<file path="config.mk">
export PLATFORM = sky130hd
export DESIGN_NAME = aao_alu_top
export DESIGN_NICKNAME = d
export VERILOG_FILES = /design/src/pkg/aao_pkg.sv /design/src/hw/aao_axil_slave.sv /design/src/hw/aao_alu_top.sv
export VERILOG_INCLUDE_DIRS = /design/src /design/src/pkg
export SDC_FILE = /design/constraint.sdc
export NUM_CORES = 1
export LEC_CHECK = 0
export BUFFER_PORTS_ARGS = -buffer_cell sky130_fd_sc_hd__buf_2
export CAP_MARGIN = 40
export CORE_ASPECT_RATIO = 0.8
export CORE_MARGIN = 2
export CORE_UTILIZATION = 40
export CTS_BUF_LIST = sky130_fd_sc_hd__clkbuf_4 sky130_fd_sc_hd__clkbuf_8 sky130_fd_sc_hd__clkbuf_16
export CTS_CLUSTER_DIAMETER = 40
export CTS_CLUSTER_SIZE = 25
export DETAILED_ROUTE_END_ITERATION = 10
export PLACE_DENSITY_LB_ADDON = 0.08
export SYNTH_ARGS = -nofsm -noshare
export SYNTH_HDL_FRONTEND = slang
export SYNTH_SLANG_ARGS = --single-unit
</file>
<file path="constraint.sdc">
create_clock -name mclk -period 5.3 [get_ports mclk]
set_input_delay 1.06 -clock mclk [delete_from_list [all_inputs] [get_ports mclk]]
set_output_delay 1.06 -clock mclk [all_outputs]
set_load 0.01 [all_outputs]
</file>
<file path="src/pkg/aao_defs.svh">
// Offsets, field positions, reset values and opcode codes of the add/and datapath
`ifndef AAO_DEFS_SVH
`define AAO_DEFS_SVH

// Register byte offsets on the AXI4-Lite port
`define AAO_ACC_OFS 8'h00
`define AAO_FLAGS_OFS 8'h04
`define AAO_CTRL_OFS 8'h08
`define AAO_RESULT_OFS 8'h0C
`define AAO_COUNT_OFS 8'h10

// Flag bit positions in the flags register
`define AAO_CARRY_BIT 0
`define AAO_DCARRY_BIT 1
`define AAO_ZERO_BIT 2

// Control bit positions
`define AAO_CTRL_EN_BIT 0

// Reset values
`define AAO_ACC_RST 8'h00
`define AAO_FLAGS_RST 3'h0
`define AAO_CTRL_RST 1'h1

// Instruction word fields
`define AAO_OPC_HI 13
`define AAO_OPC_LO 8
`define AAO_DEST_BIT 7
`define AAO_FADDR_HI 6

// Opcode codes in instruction bits 13:8 (add literal uses 13:9)
`define AAO_ADD_LIT_OPC 5'h1F
`define AAO_AND_LIT_OPC 6'h39
`define AAO_ADD_FILE_OPC 6'h07
`define AAO_AND_FILE_OPC 6'h05

// AXI responses
`define AAO_RESP_OKAY 2'h0
`define AAO_RESP_SLVERR 2'h2

`endif

</file>
<file path="src/pkg/aao_pkg.sv">
// Types shared by the add/and datapath files
package aao_pkg;

   // Decoded operation of the current instruction
   typedef enum logic [2:0] {
      AAO_OP_NONE,
      AAO_OP_ADD_LIT,
      AAO_OP_AND_LIT,
      AAO_OP_ADD_FILE,
      AAO_OP_AND_FILE
   } aao_op_t;

   // Write channel states of the bus slave
   typedef enum logic [1:0] {
      AAO_WR_IDLE,
      AAO_WR_RESP
   } aao_wr_state_t;

endpackage : aao_pkg

</file>
<file path="src/hw/aao_axil_slave.sv">
// AXI4-Lite slave front end turning bus transfers into register strobes
`timescale 1ns/100ps
`include "aao_defs.svh"

module aao_axil_slave
   import aao_pkg::*;
(
   input wire logic mclk, // Core clock
   input wire logic rstn, // Async reset, active low
   input wire logic [7:0] s_axi_awaddr, // Write address
   input wire logic [2:0] s_axi_awprot, // Unused protection
   input wire logic s_axi_awvalid, // Write address valid
   output logic s_axi_awready, // Write address ready
   input wire logic [31:0] s_axi_wdata, // Write data
   input wire logic [3:0] s_axi_wstrb, // Byte enables
   input wire logic s_axi_wvalid, // Write data valid
   output logic s_axi_wready, // Write data ready
   output logic [1:0] s_axi_bresp, // Write response
   output logic s_axi_bvalid, // Write response valid
   input wire logic s_axi_bready, // Write response ready
   input wire logic [7:0] s_axi_araddr, // Read address
   input wire logic [2:0] s_axi_arprot, // Unused protection
   input wire logic s_axi_arvalid, // Read address valid
   output logic s_axi_arready, // Read address ready
   output logic [31:0] s_axi_rdata, // Read data
   output logic [1:0] s_axi_rresp, // Read response
   output logic s_axi_rvalid, // Read data valid
   input wire logic s_axi_rready, // Read data ready
   output logic reg_wr, // One-cycle register write strobe
   output logic [7:0] reg_waddr, // Register write address
   output logic [31:0] reg_wdata, // Register write data
   output logic [3:0] reg_wstrb, // Register byte enables
   input wire logic reg_werr, // Write address unmapped
   output logic [7:0] reg_raddr, // Register read address
   input wire logic [31:0] reg_rdata, // Register read data
   input wire logic reg_rerr // Read address unmapped
);

   aao_wr_state_t wr_state_reg;
   logic aw_held_reg;
   logic w_held_reg;

   // Address and data are each taken once and held until the write fires
   assign s_axi_awready = !aw_held_reg && (wr_state_reg == AAO_WR_IDLE);
   assign s_axi_wready = !w_held_reg && (wr_state_reg == AAO_WR_IDLE);
   assign reg_wr = aw_held_reg && w_held_reg && (wr_state_reg == AAO_WR_IDLE);
   assign s_axi_arready = !s_axi_rvalid;
   assign reg_raddr = s_axi_araddr;

   // Write address capture
   always_ff @(posedge mclk or negedge rstn) begin
      if (!rstn) begin
         aw_held_reg <= 1'b0;
         reg_waddr <= 8'h00;
      end else if (s_axi_awvalid && s_axi_awready) begin
         aw_held_reg <= 1'b1;
         reg_waddr <= s_axi_awaddr;
      end else if (reg_wr) begin
         aw_held_reg <= 1'b0;
      end
   end

   // Write data capture
   always_ff @(posedge mclk or negedge rstn) begin
      if (!rstn) begin
         w_held_reg <= 1'b0;
         reg_wdata <= 32'h00000000;
         reg_wstrb <= 4'h0;
      end else if (s_axi_wvalid && s_axi_wready) begin
         w_held_reg <= 1'b1;
         reg_wdata <= s_axi_wdata;
         reg_wstrb <= s_axi_wstrb;
      end else if (reg_wr) begin
         w_held_reg <= 1'b0;
      end
   end

   // Write response follows the register strobe by one edge
   always_ff @(posedge mclk or negedge rstn) begin
      if (!rstn) begin
         wr_state_reg <= AAO_WR_IDLE;
         s_axi_bvalid <= 1'b0;
         s_axi_bresp <= `AAO_RESP_OKAY;
      end else begin
         case (wr_state_reg)
            AAO_WR_IDLE: begin
               if (reg_wr) begin
                  wr_state_reg <= AAO_WR_RESP;
                  s_axi_bvalid <= 1'b1;
                  s_axi_bresp <= reg_werr ? `AAO_RESP_SLVERR : `AAO_RESP_OKAY;
               end
            end
            AAO_WR_RESP: begin
               if (s_axi_bready) begin
                  wr_state_reg <= AAO_WR_IDLE;
                  s_axi_bvalid <= 1'b0;
               end
            end
            default: begin
               wr_state_reg <= AAO_WR_IDLE;
               s_axi_bvalid <= 1'b0;
            end
         endcase
      end
   end

   // Read data is sampled when the address is taken
   always_ff @(posedge mclk or negedge rstn) begin
      if (!rstn) begin
         s_axi_rvalid <= 1'b0;
         s_axi_rdata <= 32'h00000000;
         s_axi_rresp <= `AAO_RESP_OKAY;
      end else if (s_axi_arvalid && s_axi_arready) begin
         s_axi_rvalid <= 1'b1;
         s_axi_rdata <= reg_rerr ? 32'h00000000 : reg_rdata;
         s_axi_rresp <= reg_rerr ? `AAO_RESP_SLVERR : `AAO_RESP_OKAY;
      end else if (s_axi_rready) begin
         s_axi_rvalid <= 1'b0;
      end
   end

endmodule : aao_axil_slave

</file>
<file path="src/hw/aao_alu_top.sv">
// Add and AND datapath for literal and file-register forms, with register port
// Contract
// - Add literal: accumulator plus immediate, all flags
// - AND literal: accumulator AND immediate, zero only
// - Add file: accumulator plus file register, all flags
// - Destination bit of file forms: 0 accumulator, 1 file register
// - AND file: accumulator AND file, zero only
//
// Register access over AXI4-Lite and the register offsets were decided locally.
`timescale 1ns/100ps
`include "aao_defs.svh"

module aao_alu_top
   import aao_pkg::*;
(
   input wire logic mclk, // Core clock, 100 MHz
   input wire logic rstn, // Async reset, active low
   input wire logic instr_valid, // Instruction present this cycle
   input wire logic [13:0] instr, // Instruction word from decoder
   output logic op_taken, // Instruction recognised and executed
   output logic [6:0] file_raddr, // File register read address
   input wire logic [7:0] file_rdata, // File register read data
   output logic file_we, // File register write pulse
   output logic [6:0] file_waddr, // File register write address
   output logic [7:0] file_wdata, // File register write data
   output logic [7:0] acc_out, // Accumulator value
   output logic carry_flag, // Carry flag
   output logic digit_carry_flag, // Digit carry flag
   output logic zero_flag, // Zero flag
   input wire logic [7:0] s_axi_awaddr, // Write address
   input wire logic [2:0] s_axi_awprot, // Unused protection
   input wire logic s_axi_awvalid, // Write address valid
   output logic s_axi_awready, // Write address ready
   input wire logic [31:0] s_axi_wdata, // Write data
   input wire logic [3:0] s_axi_wstrb, // Byte enables
   input wire logic s_axi_wvalid, // Write data valid
   output logic s_axi_wready, // Write data ready
   output logic [1:0] s_axi_bresp, // Write response
   output logic s_axi_bvalid, // Write response valid
   input wire logic s_axi_bready, // Write response ready
   input wire logic [7:0] s_axi_araddr, // Read address
   input wire logic [2:0] s_axi_arprot, // Unused protection
   input wire logic s_axi_arvalid, // Read address valid
   output logic s_axi_arready, // Read address ready
   output logic [31:0] s_axi_rdata, // Read data
   output logic [1:0] s_axi_rresp, // Read response
   output logic s_axi_rvalid, // Read data valid
   input wire logic s_axi_rready // Read data ready
);

   // Register strobes from the bus front end
   logic reg_wr;
   logic [7:0] reg_waddr;
   logic [31:0] reg_wdata;
   logic [3:0] reg_wstrb;
   logic reg_werr;
   logic [7:0] reg_raddr;
   logic [31:0] reg_rdata;
   logic reg_rerr;

   // Architectural state
   logic [7:0] acc_reg;
   logic [7:0] acc_next;
   logic [2:0] flags_reg;
   logic [2:0] flags_next;
   logic ctrl_en_reg;
   logic [7:0] result_reg;
   logic [31:0] count_reg;

   // Datapath intermediates
   aao_op_t op;
   logic [7:0] operand_b;
   logic [4:0] low_sum;
   logic [8:0] full_sum;
   logic [7:0] result;
   logic is_add;
   logic to_file;
   logic exec;

   // Per-bit adder and AND terms
   logic [8:0] carry_chain;
   logic [7:0] sum_bits;
   logic [7:0] and_bits;
   logic result_zero;

   // Software write enables, one per writable register
   logic acc_wr;
   logic flags_wr;
   logic ctrl_wr;
   logic count_clr;

   aao_axil_slave u_bus (
      .mclk(mclk),
      .rstn(rstn),
      .s_axi_awaddr(s_axi_awaddr),
      .s_axi_awprot(s_axi_awprot),
      .s_axi_awvalid(s_axi_awvalid),
      .s_axi_awready(s_axi_awready),
      .s_axi_wdata(s_axi_wdata),
      .s_axi_wstrb(s_axi_wstrb),
      .s_axi_wvalid(s_axi_wvalid),
      .s_axi_wready(s_axi_wready),
      .s_axi_bresp(s_axi_bresp),
      .s_axi_bvalid(s_axi_bvalid),
      .s_axi_bready(s_axi_bready),
      .s_axi_araddr(s_axi_araddr),
      .s_axi_arprot(s_axi_arprot),
      .s_axi_arvalid(s_axi_arvalid),
      .s_axi_arready(s_axi_arready),
      .s_axi_rdata(s_axi_rdata),
      .s_axi_rresp(s_axi_rresp),
      .s_axi_rvalid(s_axi_rvalid),
      .s_axi_rready(s_axi_rready),
      .reg_wr(reg_wr),
      .reg_waddr(reg_waddr),
      .reg_wdata(reg_wdata),
      .reg_wstrb(reg_wstrb),
      .reg_werr(reg_werr),
      .reg_raddr(reg_raddr),
      .reg_rdata(reg_rdata),
      .reg_rerr(reg_rerr)
   );

   // Opcode decode; the low opcode bit of add literal is a don't-care
   // Add literal matches bits 13:9 only, so bit 8 never matters there
   always_comb begin
      op = AAO_OP_NONE;
      if (instr[`AAO_OPC_HI:`AAO_OPC_LO+1] == `AAO_ADD_LIT_OPC) begin
         op = AAO_OP_ADD_LIT;
      end else if (instr[`AAO_OPC_HI:`AAO_OPC_LO] == `AAO_AND_LIT_OPC) begin
         op = AAO_OP_AND_LIT;
      end else if (instr[`AAO_OPC_HI:`AAO_OPC_LO] == `AAO_ADD_FILE_OPC) begin
         op = AAO_OP_ADD_FILE;
      end else if (instr[`AAO_OPC_HI:`AAO_OPC_LO] == `AAO_AND_FILE_OPC) begin
         op = AAO_OP_AND_FILE;
      end
   end

   // Execution happens only for a recognised opcode while enabled
   assign exec = instr_valid && ctrl_en_reg && (op != AAO_OP_NONE);
   assign op_taken = exec;

   // File address comes from the seven low instruction bits
   // Literal forms drive it too; the array answer is simply unused then
   assign file_raddr = instr[`AAO_FADDR_HI:0];

   // Second operand: immediate byte or addressed file register
   // The file array must answer combinationally within the same cycle
   always_comb begin
      case (op)
         AAO_OP_ADD_LIT: operand_b = instr[7:0];
         AAO_OP_AND_LIT: operand_b = instr[7:0];
         AAO_OP_ADD_FILE: operand_b = file_rdata;
         AAO_OP_AND_FILE: operand_b = file_rdata;
         default: operand_b = 8'h00;
      endcase
   end

   // Operation class and destination; literal forms always target the accumulator
   assign is_add = (op == AAO_OP_ADD_LIT) || (op == AAO_OP_ADD_FILE);
   assign to_file = ((op == AAO_OP_ADD_FILE) || (op == AAO_OP_AND_FILE))
                    && instr[`AAO_DEST_BIT];

   // Ripple carry chain, one stage per bit; stages 3 and 7 give the
   // nibble and byte carries without a second adder
   assign carry_chain[0] = 1'b0;
   for (genvar b = 0; b < 8; b++) begin : g_bit
      assign sum_bits[b] = acc_reg[b] ^ operand_b[b] ^ carry_chain[b];
      assign carry_chain[b+1] = (acc_reg[b] & operand_b[b])
                                | (carry_chain[b] & (acc_reg[b] ^ operand_b[b]));
      assign and_bits[b] = acc_reg[b] & operand_b[b];
   end

   // Nibble and byte sums with their carries out
   assign low_sum = {carry_chain[4], sum_bits[3:0]};
   assign full_sum = {carry_chain[8], sum_bits};

   // Result selection between sum and bitwise AND
   assign result = is_add ? full_sum[7:0] : and_bits;
   assign result_zero = (result == 8'h00);

   // Next flags: add forms write all three, AND forms write zero only
   always_comb begin
      flags_next = flags_reg;
      if (exec) begin
         flags_next[`AAO_ZERO_BIT] = result_zero;
         if (is_add) begin
            flags_next[`AAO_CARRY_BIT] = full_sum[8];
            flags_next[`AAO_DCARRY_BIT] = low_sum[4];
         end
      end else if (flags_wr) begin
         flags_next = reg_wdata[2:0];
      end
   end

   // Next accumulator: instruction result wins over a software write
   always_comb begin
      acc_next = acc_reg;
      if (exec) begin
         if (!to_file) begin
            acc_next = result;
         end
      end else if (acc_wr) begin
         acc_next = reg_wdata[7:0];
      end
   end

   // Accumulator register
   always_ff @(posedge mclk or negedge rstn) begin
      if (!rstn) begin
         acc_reg <= `AAO_ACC_RST;
      end else begin
         acc_reg <= acc_next;
      end
   end

   // Status flags register
   always_ff @(posedge mclk or negedge rstn) begin
      if (!rstn) begin
         flags_reg <= `AAO_FLAGS_RST;
      end else begin
         flags_reg <= flags_next;
      end
   end

   // File register write-back, one pulse the cycle after execution
   // No forwarding: a read of the same address next cycle sees the old value
   always_ff @(posedge mclk or negedge rstn) begin
      if (!rstn) begin
         file_we <= 1'b0;
         file_waddr <= 7'h00;
         file_wdata <= 8'h00;
      end else begin
         file_we <= exec && to_file;
         if (exec && to_file) begin
            file_waddr <= instr[`AAO_FADDR_HI:0];
            file_wdata <= result;
         end
      end
   end

   // Last result and executed-instruction count for software
   // A clear in the same cycle as an executing instruction is lost
   always_ff @(posedge mclk or negedge rstn) begin
      if (!rstn) begin
         result_reg <= 8'h00;
         count_reg <= 32'h00000000;
      end else if (exec) begin
         result_reg <= result;
         count_reg <= count_reg + 32'h00000001;
      end else if (count_clr) begin
         count_reg <= 32'h00000000;
      end
   end

   // Enable control; clearing it freezes the datapath
   always_ff @(posedge mclk or negedge rstn) begin
      if (!rstn) begin
         ctrl_en_reg <= `AAO_CTRL_RST;
      end else if (ctrl_wr) begin
         ctrl_en_reg <= reg_wdata[`AAO_CTRL_EN_BIT];
      end
   end

   // Per-register write enables; lane 0 is needed except for the count clear
   assign acc_wr = reg_wr && !reg_werr && (reg_waddr == `AAO_ACC_OFS) && reg_wstrb[0];
   assign flags_wr = reg_wr && !reg_werr && (reg_waddr == `AAO_FLAGS_OFS) && reg_wstrb[0];
   assign ctrl_wr = reg_wr && !reg_werr && (reg_waddr == `AAO_CTRL_OFS) && reg_wstrb[0];
   assign count_clr = reg_wr && !reg_werr && (reg_waddr == `AAO_COUNT_OFS);

   // Write decode: result register is read only
   always_comb begin
      case (reg_waddr)
         `AAO_ACC_OFS: reg_werr = 1'b0;
         `AAO_FLAGS_OFS: reg_werr = 1'b0;
         `AAO_CTRL_OFS: reg_werr = 1'b0;
         `AAO_COUNT_OFS: reg_werr = 1'b0;
         default: reg_werr = 1'b1;
      endcase
   end

   // Read mux
   always_comb begin
      reg_rerr = 1'b0;
      case (reg_raddr)
         `AAO_ACC_OFS: reg_rdata = {24'h000000, acc_reg};
         `AAO_FLAGS_OFS: reg_rdata = {29'h00000000, flags_reg};
         `AAO_CTRL_OFS: reg_rdata = {31'h00000000, ctrl_en_reg};
         `AAO_RESULT_OFS: reg_rdata = {24'h000000, result_reg};
         `AAO_COUNT_OFS: reg_rdata = count_reg;
         default: begin
            reg_rdata = 32'h00000000;
            reg_rerr = 1'b1;
         end
      endcase
   end

   // Architectural outputs straight from flip-flops
   assign acc_out = acc_reg;
   assign carry_flag = flags_reg[`AAO_CARRY_BIT];
   assign digit_carry_flag = flags_reg[`AAO_DCARRY_BIT];
   assign zero_flag = flags_reg[`AAO_ZERO_BIT];

endmodule : aao_alu_top

</file>
==> flow_summary_export.csv <==
group,metric,value,unit
power_and_ir_drop,p_total,2.74,mW
clocking,max-clock-path-buffers,2,
yosys,synth-seq-area-share,50.1,%
route,antenna_violating_nets_post_route,0,
clocking,postCtsHoldBufs,0,
sta,maxSlewViolCount,0,
place,placed_cells,908,
clocking,cts_sinks,123,
critical_path,critPathMaxFanout,3,
place,dpl.hpwl,11.9,mm
route,vias_per_cell,5.30,
cells_and_area,final_layout_size_suffix_gt1_share,30.1,%
sta,min_period_over_period,96.0,%
global_routing,grt_max_degree,54,
die,coreArea,15000,µm²
cells_and_area,fill_cells,1376,
sta,hold_viol_final,0,
sta,finalWorstSetupSlack,211,ps
route,vias,4983,
critical_path,cpMaxStageDelayCell,"fa_1",
yosys,synth_cell_types,59,
route,post_drt_wl_per_cell,17.1,µm
yosys,ys_ff_latch,123,
critical_path,crit_required,5600,ps
critical_path,cp_top_family,"adder cells",
cells_and_area,multi_input_area,2780,µm²
die,die_area,16400,µm²
run_status,status,"completed",
global_routing,first_global_vias,4901,
flow_run,cap_violations,0,
route,routed_wl,16.1,mm
power_and_ir_drop,power_density,357,nW/µm²
route,firstDrtPassIters,6,
yosys,ys.flop_type,"dfrtp_1",
global_routing,grt-ovfl-total,0,
critical_path,slowest_delay,520,ps
cells_and_area,fin_area,7690,µm²
power_and_ir_drop,total_leakage_power,3.82,nW
yosys,async_flop_share,100,%
die,die_w,143,µm
cells_and_area,post-route-util,51.2,%
yosys,synth.largest_area_cell,"dfrtp_1",
yosys,syn_area,6150,µm²
place,gp_congestion,0.853,
yosys,synth_cells,606,
sta,min_period,5090,ps
place,io_buffers,128,
critical_path,end_kind,"flip-flop",
critical_path,path_buf_inv,5,
die,die_y,115,µm
power_and_ir_drop,peakVddDrop,295,µV
sta,clock.fmax,196,MHz
global_routing,grtUsageTotal,20.9,%
place,placed_area,7050,µm²
critical_path,crit_arrival,5390,ps
die,rows,40,
die,io_pins,164,
route,route.detailed.drc,0,
clocking,clk_pin_slew,50,ps
sta,worst_slew_pin_slew,878,ps
yosys,synth_edf_count,0,
sta,skew,6.60,ps
place,pre_cts_slack,-237,ps
clocking,htree_levels,4,
cells_and_area,final-instance-count-excl-fill,940,
critical_path,start_kind,"input pin",
critical_path,crit_chain,"buf_2 > nor4b_4 > and2_4 > a22o_1 > ha_2 > inv_1 > fa_1 > fa_2 > fa_2 > inv_1 > fa_1 > inv_1 > fa_1 > fa_2 > fa_1 > inv_1 > mux2i_1 > nor2_1 > a221o_1",
cells_and_area,area_growth_syn_to_layout,25.0,%
yosys,avgSynthCellArea,10.1,µm²
cells_and_area,antennaDiodeCount,0,
worst_hold_path,holdCritPathClass,"reg2reg",
clocking,insertion_delay,420,ps
global_routing,antenna_found_initial,0,
clocking,cts_made_buffers,17,
die,initial_utilization,41.0,%
global_routing,grt_pass1_wl,26.3,mm
sta,slew_headroom,41.3,%
clocking,cts_root_buf,"clkbuf_16",
route,drt_iter0_drc,342,
sta,grt_setup_unrepaired,"no",
clocking,cts_tree,"done",
yosys,synth_area_leaders,"dfrtp_1 (50%), nand2_1 (6.6%), mux2i_1 (5.5%)",
yosys,yosys_warnings,0,
cells_and_area,fin_nets,842,
cells_and_area,seqCellArea,3080,µm²
sta,setup_violations,0,
critical_path,critical_path_class,"in2reg",
yosys,synth_top_area_share,49.6,%
## cells in the final DEF (no fill, tap or decap), types with 3 or more instances in the layout
cell,count
nand4_1,9
fa_1,4
o21ai_1,7
buf_4,21
inv_1,37
clkbuf_8,3
fa_2,3
nor3_1,6
and2_1,5
o21ai_0,50
mux2i_1,34
a31oi_1,5
dfrtp_1,122
buf_2,127
a21oi_1,5
and4_1,3
a22oi_1,3
ha_1,8
clkbuf_16,17
bufinv_16,4
o211ai_1,7
nor2_1,24
clkinv_2,5
a221o_1,8
mux2_2,27
and3_1,11
o31ai_1,4
a22o_1,10
nor4_1,7
nand2_1,107
a222oi_1,5
nand3_1,20
## path summary, 6_finish.rpt
kind	from	to	slack, ps	cells past startpoint
setup / recovery	instr[13]	acc_out[7]	210	19
hold / removal	u_bus.s_axi_rdata[27]	u_bus.s_axi_rdata[27]	470	2
setup reg to reg	acc_out[0]	acc_out[7]	1280	15
hold reg to reg	u_bus.s_axi_rdata[27]	u_bus.s_axi_rdata[27]	470	2
max in group asynchronous	rstn	result_reg[4]	3610	2
min in group asynchronous	rstn	file_waddr[0]	620	1
## cells in the mapped netlist (7+ instances only)
cell type and n:
a221o_1 8, dfrtp_1 122, nand2_1 108, o211ai_1 7, nor4_1 7, clkbuf_1 20, fa_1 7, a22o_1 10
o21ai_1 7, buf_4 11, nand4_1 9, ha_1 9, nor2_1 24, o21ai_0 50, inv_1 37, mux2_2 27
mux2i_1 34, and3_1 11, nand3_1 20
## what timing repair did
action	CTS	global route
gates resized for setup	0	2
setup buffers	0	0
setup endpoints to repair	0	1
## logic make-up (layout without fill, tap and decap cells)
| kind of cell | after synthesis | after routing | synth area share (%) |
|---|---|---|---|
| buffers and inverters | 75 | 219 | 5.35 |
| flip-flops | 123 | 123 | 50.1 |
| AO/OA/AOI/OAI | 117 | 117 | 12.7 |
| AND/OR/NAND/NOR | 211 | 211 | 16.6 |
| multiplexers | 63 | 63 | 11.0 |
| other | 1 | 2 | 0.0610 |
| adder cells (fa/ha/maj) | 16 | 16 | 4.11 |
## worst min-delay path, delay by kind of cell (launching register included)
kind | cells | cell delay [ps]
DFF | 1 | 330
AOI/OAI and AO/OA | 1 | 60
and+or+nand+nor | 1 | 50
## report_power, final
group,internal [mW],switching [mW]
combinational,0.171,0.174
clock,0.820,0.432
sequential,1.04,0.105
total,2.03,0.712
## metal layers
metal	wire length [µm]	vias up	GRT usage, %
li1	-	2408	-
met1	8330	2415	31.6
met2	6560	142	29.3
met3	1040	18	6.46
met4	172	0	5.28
met5	0	-	0
## layout make-up
| cell class | instances | share of cell area (%) |
|---|---|---|
| clock inverter | 12 | 2.20 |
| sequential | 123 | 40.0 |
| timing repair buffer | 149 | 10.6 |
| tap | 189 | 3.08 |
| multi-input combinational | 409 | 36.2 |
| inverter | 38 | 1.85 |
| clock buffer | 20 | 6.07 |
## per-stage QoR
step,hold slack (ps),setup TNS (ps)
after floorplan,445,0
after global placement,456,-467
after detailed placement,469,-652
after CTS,481,0
after global routing,499,0
final,473,0
Power figures use the tool's default switching activity.
